## src/psa_regs.vh

```
// Purpose: constants for the status and alarm block
// Assumes: command codes double as register offsets
// Notes:   included by every design file except the byte memory
`ifndef PSA_REGS_VH
`define PSA_REGS_VH
// command codes
`define PSA_CMD_CLEAR_FAULTS   8'h03
`define PSA_CMD_UV_WARN_LIMIT  8'h58
`define PSA_CMD_STATUS_BYTE    8'h78
`define PSA_CMD_STATUS_WORD    8'h79
`define PSA_CMD_STATUS_CML     8'h7E
`define PSA_CMD_FAN_SPEED      8'hD7
`define PSA_CMD_USER_BASE      8'hB0
`define PSA_CMD_USER_LAST      8'hB0
`define PSA_CMD_EEPROM_DATA    8'hB1
`define PSA_CMD_EEPROM_ADDR    8'hB2
`define PSA_CMD_USER_ADDR      8'hB3
// status byte bits
`define PSA_SB_OFF             6
`define PSA_SB_VOUT_OV         5
`define PSA_SB_IOUT_OC         4
`define PSA_SB_VIN_UV          3
`define PSA_SB_TEMP            2
`define PSA_SB_CML             1
// status word high byte bits
`define PSA_SW_INPUT           13
`define PSA_SW_PGOOD_N         11
// cml bits
`define PSA_CML_BAD_CMD        7
`define PSA_CML_BAD_DATA       6
// reset values and limits
`define PSA_UV_LIMIT_RST       16'h0000
`define PSA_FAN_RST            8'h00
`define PSA_FAN_MAX            8'h64
// memory sizes
`define PSA_USER_BYTES         96
`define PSA_EEPROM_BYTES       128
// led colour codes
`define PSA_LED_OFF            2'h0
`define PSA_LED_GREEN          2'h1
`define PSA_LED_AMBER          2'h2
`define PSA_LED_RED            2'h3
`endif

```

## src/psa_mem.v

```verilog
// Purpose: small byte memory with registered read data
// Assumes: one read or write per cycle
// Notes:   write protect blocks writes only
`timescale 1ns/100ps
module psa_mem #(
  parameter DEPTH = 96,
  parameter AW    = 7
) (
  // clock
  input  wire          clock,
  // access
  input  wire [AW-1:0] addr,
  input  wire          wr_en,
  input  wire          wr_protect,
  input  wire [7:0]    wr_data,
  output reg  [7:0]    rd_data_q
);
  reg [7:0] mem [0:DEPTH-1];

  always @(posedge clock) begin
    if (wr_en && !wr_protect && addr < DEPTH) begin
      mem[addr] <= wr_data;
    end
    if (addr < DEPTH) begin
      rd_data_q <= mem[addr];
    end else begin
      rd_data_q <= 8'h00;
    end
  end
endmodule // psa_mem

```

## src/psa_led.v

```verilog
// Purpose: alarm table decode to leds and monitoring levels
// Assumes: condition inputs are levels
// Notes:   registered outputs, reset shows normal operation
`timescale 1ns/100ps
`include "psa_regs.vh"
module psa_led (
  // clock and reset
  input  wire       clock,
  input  wire       rst_n,
  // conditions
  input  wire       input_low,
  input  wire       output_overvoltage_shutdown,
  input  wire       overcurrent_shutdown,
  input  wire       remote_off,
  input  wire       temp_warning,
  input  wire       temp_shutdown,
  // indicators
  output reg  [1:0] input_indicator_led,
  output reg  [1:0] output_fault_led,
  output reg        fault_n_q,
  output reg        output_good_signal,
  output reg        input_good_q,
  output reg        temp_good_q
);
  wire out_lost = input_low | output_overvoltage_shutdown | overcurrent_shutdown |
                  remote_off | temp_shutdown;

  always @(posedge clock) begin
    if (!rst_n) begin
      input_indicator_led <= `PSA_LED_GREEN;
      output_fault_led    <= `PSA_LED_GREEN;
      fault_n_q           <= 1'b1;
      output_good_signal  <= 1'b1;
      input_good_q        <= 1'b1;
      temp_good_q         <= 1'b1;
    end else begin
      input_indicator_led <= input_low ? `PSA_LED_OFF : `PSA_LED_GREEN;
      // output-removing faults outrank the warning
      if (out_lost) begin
        output_fault_led <= `PSA_LED_RED;
      end else if (temp_warning) begin
        output_fault_led <= `PSA_LED_AMBER;
      end else begin
        output_fault_led <= `PSA_LED_GREEN;
      end
      fault_n_q          <= !out_lost;
      output_good_signal <= !out_lost;
      input_good_q       <= !input_low;
      temp_good_q        <= !(temp_warning | temp_shutdown);
    end
  end
endmodule // psa_led

```

## src/psa_status.v

```verilog
// Purpose: status word, fan speed, alert and alarm indication
// Assumes: a bus front end delivers decoded command transactions
// Notes:   one access per strobe; register reads answer next cycle, memory reads a cycle later
`timescale 1ns/100ps
`include "psa_regs.vh"
////////////////////////////////////////////////////////////////////////////////
module psa_status (
  // clock and reset
  input  wire        clock,
  input  wire        rst_n,
  // command port
  input  wire        cmd_valid,
  input  wire        cmd_write,
  input  wire [7:0]  cmd_code,
  input  wire [15:0] cmd_wdata,
  input  wire        cmd_bad_data,
  output reg  [15:0] cmd_rdata_q,
  output reg         cmd_rvalid_q,
  // measurements and conditions
  input  wire [15:0] vin_measured,
  input  wire [7:0]  fan_min_percent,
  input  wire        input_low,
  input  wire        output_overvoltage_shutdown,
  input  wire        overcurrent_shutdown,
  input  wire        remote_off,
  input  wire        temp_warning,
  input  wire        temp_shutdown,
  input  wire        eeprom_wp,
  // fan
  output reg  [7:0]  fan_drive_q,
  // alert, open-drain: oe low drives the line low
  output wire        smbalert_out,
  output wire        smbalert_oe_n,
  // indicators
  output wire [1:0]  input_indicator_led,
  output wire [1:0]  output_fault_led,
  output wire        fault_n,
  output wire        output_good_signal,
  output wire        input_good,
  output wire        temp_good
);

  ////////////////////////////////////////////////////////////////////////////////
  // decode
  function is_supported;
    input [7:0] c;
    begin
      case (c)
        `PSA_CMD_CLEAR_FAULTS, `PSA_CMD_UV_WARN_LIMIT, `PSA_CMD_STATUS_BYTE,
        `PSA_CMD_STATUS_WORD, `PSA_CMD_STATUS_CML, `PSA_CMD_FAN_SPEED,
        `PSA_CMD_EEPROM_DATA, `PSA_CMD_EEPROM_ADDR, `PSA_CMD_USER_ADDR,
        `PSA_CMD_USER_BASE: is_supported = 1'b1;
        default:            is_supported = 1'b0;
      endcase
    end
  endfunction

  wire wr       = cmd_valid & cmd_write;
  wire rd       = cmd_valid & ~cmd_write;
  wire bad_cmd  = cmd_valid & ~is_supported(cmd_code);
  // fan value above 100 percent is invalid data
  wire fan_bad  = wr & (cmd_code == `PSA_CMD_FAN_SPEED) & (cmd_wdata[7:0] > `PSA_FAN_MAX);
  wire bad_data = (cmd_valid & cmd_bad_data) | fan_bad;
  wire clear    = wr & (cmd_code == `PSA_CMD_CLEAR_FAULTS);

  ////////////////////////////////////////////////////////////////////////////////
  // registers
  reg [15:0] uv_limit_q;
  reg [7:0]  fan_req_q;
  reg [6:0]  user_addr_q;
  reg [6:0]  ee_addr_q;
  reg        uv_warn_q;
  reg        ov_q;
  reg        oc_q;
  reg        off_q;
  reg        temp_q;
  reg        cml_cmd_q;
  reg        cml_data_q;
  reg        input_q;

  wire uv_now = (vin_measured <= uv_limit_q);

  always @(posedge clock) begin
    if (!rst_n) begin
      uv_limit_q  <= `PSA_UV_LIMIT_RST;
      fan_req_q   <= `PSA_FAN_RST;
      user_addr_q <= 7'h00;
      ee_addr_q   <= 7'h00;
    end else if (wr) begin
      case (cmd_code)
        `PSA_CMD_UV_WARN_LIMIT: uv_limit_q  <= cmd_wdata;
        `PSA_CMD_FAN_SPEED:     if (!fan_bad) fan_req_q <= cmd_wdata[7:0];
        `PSA_CMD_USER_ADDR:     user_addr_q <= cmd_wdata[6:0];
        `PSA_CMD_EEPROM_ADDR:   ee_addr_q   <= cmd_wdata[6:0];
        default:                ;
      endcase
    end
  end

  // out of reset, never slower than the supply needed a cycle earlier, whatever was written
  always @(posedge clock) begin
    if (!rst_n) begin
      fan_drive_q <= `PSA_FAN_RST;
    end else begin
      fan_drive_q <= (fan_req_q < fan_min_percent) ? fan_min_percent : fan_req_q;
    end
  end

  // sticky flags: a live condition beats the clear, so it re-sets at once
  always @(posedge clock) begin
    if (!rst_n) begin
      uv_warn_q  <= 1'b0;
      ov_q       <= 1'b0;
      oc_q       <= 1'b0;
      off_q      <= 1'b0;
      temp_q     <= 1'b0;
      cml_cmd_q  <= 1'b0;
      cml_data_q <= 1'b0;
      input_q    <= 1'b0;
    end else begin
      uv_warn_q  <= uv_now | (uv_warn_q & ~clear);
      ov_q       <= output_overvoltage_shutdown | (ov_q & ~clear);
      oc_q       <= overcurrent_shutdown | (oc_q & ~clear);
      off_q      <= remote_off | input_low | (off_q & ~clear);
      temp_q     <= temp_warning | temp_shutdown | (temp_q & ~clear);
      cml_cmd_q  <= bad_cmd | (cml_cmd_q & ~clear);
      cml_data_q <= bad_data | (cml_data_q & ~clear);
      input_q    <= input_low | uv_now | (input_q & ~clear);
    end
  end

  wire [7:0] status_byte;
  assign status_byte = {1'b0, off_q, ov_q, oc_q, input_low & input_q, temp_q,
                        cml_cmd_q | cml_data_q, 1'b0};
  wire [15:0] status_word;
  assign status_word = {2'b00, input_q, 1'b0, off_q, 3'b000, status_byte};
  wire [7:0] status_cml = {cml_cmd_q, cml_data_q, 6'h00};

  // alert follows any sticky bit; cleared with them
  wire alert = |status_word | uv_warn_q;
  assign smbalert_out  = 1'b0;
  assign smbalert_oe_n = ~alert;

  ////////////////////////////////////////////////////////////////////////////////
  // memories
  wire [7:0] user_rd;
  wire [7:0] ee_rd;

  psa_mem #(.DEPTH(`PSA_USER_BYTES), .AW(7)) u_user (
    .clock      (clock),
    .addr       (user_addr_q),
    .wr_en      (wr & (cmd_code == `PSA_CMD_USER_BASE)),
    .wr_protect (1'b0),
    .wr_data    (cmd_wdata[7:0]),
    .rd_data_q  (user_rd)
  );

  psa_mem #(.DEPTH(`PSA_EEPROM_BYTES), .AW(7)) u_ident (
    .clock      (clock),
    .addr       (ee_addr_q),
    .wr_en      (wr & (cmd_code == `PSA_CMD_EEPROM_DATA)),
    .wr_protect (eeprom_wp),
    .wr_data    (cmd_wdata[7:0]),
    .rd_data_q  (ee_rd)
  );

  ////////////////////////////////////////////////////////////////////////////////
  // read path; memory reads land one cycle after the address settles
  reg [7:0] rd_code_q;
  reg       rd_mem_q;

  always @(posedge clock) begin
    if (!rst_n) begin
      cmd_rdata_q  <= 16'h0000;
      cmd_rvalid_q <= 1'b0;
      rd_code_q    <= 8'h00;
      rd_mem_q     <= 1'b0;
    end else begin
      rd_mem_q     <= rd & ((cmd_code == `PSA_CMD_USER_BASE) | (cmd_code == `PSA_CMD_EEPROM_DATA));
      rd_code_q    <= cmd_code;
      cmd_rvalid_q <= rd & ~((cmd_code == `PSA_CMD_USER_BASE) | (cmd_code == `PSA_CMD_EEPROM_DATA));
      if (rd_mem_q) begin
        cmd_rvalid_q <= 1'b1;
        cmd_rdata_q  <= {8'h00, (rd_code_q == `PSA_CMD_USER_BASE) ? user_rd : ee_rd};
      end else if (rd) begin
        case (cmd_code)
          `PSA_CMD_UV_WARN_LIMIT: cmd_rdata_q <= uv_limit_q;
          `PSA_CMD_STATUS_BYTE:   cmd_rdata_q <= {8'h00, status_byte};
          `PSA_CMD_STATUS_WORD:   cmd_rdata_q <= status_word;
          `PSA_CMD_STATUS_CML:    cmd_rdata_q <= {8'h00, status_cml};
          `PSA_CMD_FAN_SPEED:     cmd_rdata_q <= {8'h00, fan_drive_q};
          `PSA_CMD_USER_ADDR:     cmd_rdata_q <= {9'h000, user_addr_q};
          `PSA_CMD_EEPROM_ADDR:   cmd_rdata_q <= {9'h000, ee_addr_q};
          default:                cmd_rdata_q <= 16'h0000;
        endcase
      end
    end
  end

  ////////////////////////////////////////////////////////////////////////////////
  // alarm indication
  psa_led u_led (
    .clock                       (clock),
    .rst_n                       (rst_n),
    .input_low                   (input_low),
    .output_overvoltage_shutdown (output_overvoltage_shutdown),
    .overcurrent_shutdown        (overcurrent_shutdown),
    .remote_off                  (remote_off),
    .temp_warning                (temp_warning),
    .temp_shutdown               (temp_shutdown),
    .input_indicator_led         (input_indicator_led),
    .output_fault_led            (output_fault_led),
    .fault_n_q                   (fault_n),
    .output_good_signal          (output_good_signal),
    .input_good_q                (input_good),
    .temp_good_q                 (temp_good)
  );
endmodule // psa_status

```

## config.mk

```make
export PLATFORM = sky130hd
export DESIGN_NAME = psa_status
export DESIGN_NICKNAME = d
export VERILOG_FILES = /design/src/psa_mem.v /design/src/psa_led.v /design/src/psa_status.v
export VERILOG_INCLUDE_DIRS = /design/src
export SDC_FILE = /design/constraint.sdc
export NUM_CORES = 2
export LEC_CHECK = 0
export ABC_CLOCK_PERIOD_IN_PS = 2600
export BUFFER_PORTS_ARGS = -buffer_cell sky130_fd_sc_hd__buf_4
export CORE_MARGIN = 3
export CORE_UTILIZATION = 49
export DETAILED_ROUTE_END_ITERATION = 7
export PLACE_DENSITY = 0.66
export SETUP_SLACK_MARGIN = 0.2
export SYNTH_ARGS = -nofsm -noshare
export SYNTH_HDL_FRONTEND = slang
export SYNTH_SLANG_ARGS = --single-unit
```

## constraint.sdc

```tcl
create_clock -name clock -period 2.6 [get_ports clock]
set_input_delay 0.13 -clock clock [delete_from_list [all_inputs] [get_ports clock]]
set_output_delay 0.13 -clock clock [all_outputs]
set_load 0.1 [all_outputs]
```

==> flow_summary.ini <==
[layout]
final_cell_mix = edfxtp_1 (1,792), buf_4 (770), nor2_1 (243)
synthToLayoutAreaGrowth_pct = 24.9
drive_above_1_share = 0.311
nets = 5511
final_core_utilization = 0.618
fillers = 10700
final_common_cell = edfxtp_1

[die]
core.rowCount = 143
die_w_um = 398
die_area_um2 = 158000
die_h_um = 398
core_area_um2 = 152000
ios = 95
initial_utilization = 0.495

[critical_path]
critical_path_class = register to register
r2r_slack_ns = -0.05
path_max_fanout = 11
required_ns = 3.30
crit_path_start_kind = register
rr_startpoint = ee_addr_q[1]$_SDFFE_PN0P_
critical_path.startpoint = ee_addr_q[1]$_SDFFE_PN0P_
cp-end-kind = register
cp.arrival_ns = 3.35

[clock_tree]
clkLatencyLatePin_ns = 0.84
htreeDepth = 4
clockBufferDepth = 3
clk_pin_slew_ns = 0.06
cts-root-buf = clkbuf_16
cts.sinks = 1893
cts_tree = built
numCtsBuffers = 189

[grt]
grt_first_pass_wirelength_um = 337000
gr-usage-all-layers = 0.294
grt.overflow.total = 0
grt_pass1_vias = 47600
antenna_found_initial = 7
grt_max_degree = 163

[pwr]
switchingPower_mw = 12.7
irDropWorstVdd_v = 0.000659
internal-power_mw = 49.6
switching_share = 0.204
power_frac_seq = 0.536
power_mw = 62.3
comb_power_share = 0.019
p_leak_nw = 31.2
power_density_nw_per_um2 = 662
clockPowerShare = 0.446

[routing]
drtAntennaViolNets = 0
drcViolationCount = 0
firstDrtPassIters = 8
drtIter0Drc = 7344
vias = 49300
viasPerCell = 6.46
wire_per_inst_um = 31.4
drt_wl_total_um = 240000

[sta]
period_needed_ns = 2.65
rsz0062_at_grt = true
max_freq_mhz = 377
setup_viol = 3
hold_ws_ns = 0.0679
fin_tns_setup_ns = -0.0595
fin_worst_skew_ns = 0.0395
final_max_slew_viol_count = 0
fin_crit_sh = 1.02
layout_setup_ws_ns = -0.0537
hold_viol = 0
relSlewSlack = 0.281
tightestPinTransition_ns = 1.08

[logic_synthesis]
syn_area_um2 = 75300
yosys_warnings = 0
yosysSeqAreaShare = 0.741
synth_cells = 4531
synth_top_area_frac = 0.715
yosysTopAreaCell = edfxtp_1
synth.distinct_cells = 89
async_reset_ff_frac = 0
synth_area_per_cell_um2 = 16.6
netlist_top_cells_area = edfxtp_1 (71%), mux4_2 (4.0%), dfxtp_1 (2.7%)
synth_edf_count = 1792
synth_top_flop_cell = edfxtp_1
synth-seq-cells = 1893

[run_status]
status = finished with violations
failed_checks = setup timing

[placed_design]
io_buffer_count = 92
place_ws_ns = -0.248
dpl.hpwl_um = 150000
place.gp.congestion = 0.936

[hold_path]
hp-start = vin_measured[11]
min_path_type = input port to register

[run]
cap_violations = 0
==> synthesized netlist by cell type, types with 20 or more instances <==
master / n
dfxtp_1: 101
o21ai_0: 96
mux4_2: 133
nor3_1: 35
buf_4: 32
a221oi_1: 205
a222oi_1: 44
edfxtp_1: 1792
and2_1: 23
ha_1: 23
a22o_1: 31
mux2_2: 97
a22oi_1: 120
a32oi_1: 23
o22ai_1: 61
inv_1: 34
buf_1: 28
a221o_1: 42
nor2_1: 310
buf_2: 134
a21bo_2: 30
nand2_1: 199
a21oi_1: 151
o221ai_1: 36
clkbuf_1: 130
nand3_1: 59
a31oi_1: 20
mux2i_1: 147
nand2b_1: 25
nor2b_1: 64
==> flip-flops by register name (all words and copies together) (netlist names), 2 cells and up <==
signal / cells
u_ident.mem: 1024
ee_addr_q: 7
fan_req_q: 8
uv_limit_q: 16
u_led.output_fault_led: 2
fan_drive_q: 8
user_addr_q: 7
u_ident.rd_data_q: 8
cmd_rdata_q: 16
u_user.mem: 768
u_user.rd_data_q: 8
rd_code_q: 8
==> critical path, stage by stage (launching register included) <==
cell and delay, ns:
dfxtp_4 0.43, buf_12 0.13, buf_12 0.13, nor2b_4 0.07, buf_12 0.15, buf_4 0.15
a222oi_1 0.40, a21oi_1 0.08, o31a_1 0.36, o41ai_4 0.34, buf_4 0.18, nand4_1 0.08
==> worst paths after layout <==
| path | cells past startpoint | to |
|---|---|---|
| max reg2reg | 11 | u_ident.rd_data_q[4]$_DFF_P_ |
| min reg2reg | 2 | cmd_rdata_q[9]$_SDFFE_PP0P_ |
| max | 11 | u_ident.rd_data_q[4]$_DFF_P_ |
| min | 6 | input_q$_SDFF_PN0_ |
==> per-stage QoR <==
step           std cells  area, um2
3_3_place_gp        7077      84500
2_1_floorplan       4532      75400
5_1_grt             7619      94100
3_5_place_dp        7077      84500
6_report            7624      94100
4_1_cts             7538      92400
==> final cells by class <==
type	count	area [um2]	area share
Tap cell	2030	2540	0.0270
Timing Repair Buffer	1043	10500	0.111
Antenna cell	5	12.5	0.000133
Sequential cell	1893	55900	0.594
Clock buffer	226	4940	0.0525
Inverter	38	158	0.00168
Multi-Input combinational cell	2263	18700	0.199
Clock inverter	126	1380	0.0146
==> per-layer routing <==
metal / global-route usage / vias to the layer above / wire length, um
met2: 0.456 / 3485 / 112000
met4: 0.139 / 0 / 12200
li1: - / 20300 / -
met1: 0.392 / 24800 / 89000
met3: 0.0695 / 662 / 26900
met5: 0 / - / 0
==> power by group through the flow <==
stage                     Sequential (mW)  Combinational [mW]  Clock, mW
after CTS                            33.4                1.15       28.0
after floorplan                      34.1               0.191          0
after global routing                 33.4                1.23       29.2
final                                33.4                1.16       27.8
after global placement               34.0                1.05          0
after detailed placement             34.0                1.07          0
==> cells by family (layout without fill, tap and decap cells) <==
family / count (synthesis) / after routing / share of synthesized area
compound gates: 1043 / 1043 / 0.106
fa+ha+maj: 23 / 23 / 0.00382
buf+inv: 376 / 1433 / 0.0240
flops: 1893 / 1893 / 0.741
mux: 381 / 381 / 0.0745
other cells: 1 / 7 / 0.0000498
simple gates: 814 / 814 / 0.0507
==> timing repair <==
item,4_1_cts,5_1_grt
pin swaps,27,66
hold buffers,70,0
setup buffers,31,67
endpoints found under the hold margin,417,0
setup endpoints to repair,318,303
gates cloned,8,14
gates resized for setup,90,147
Power figures use the tool's default switching activity.
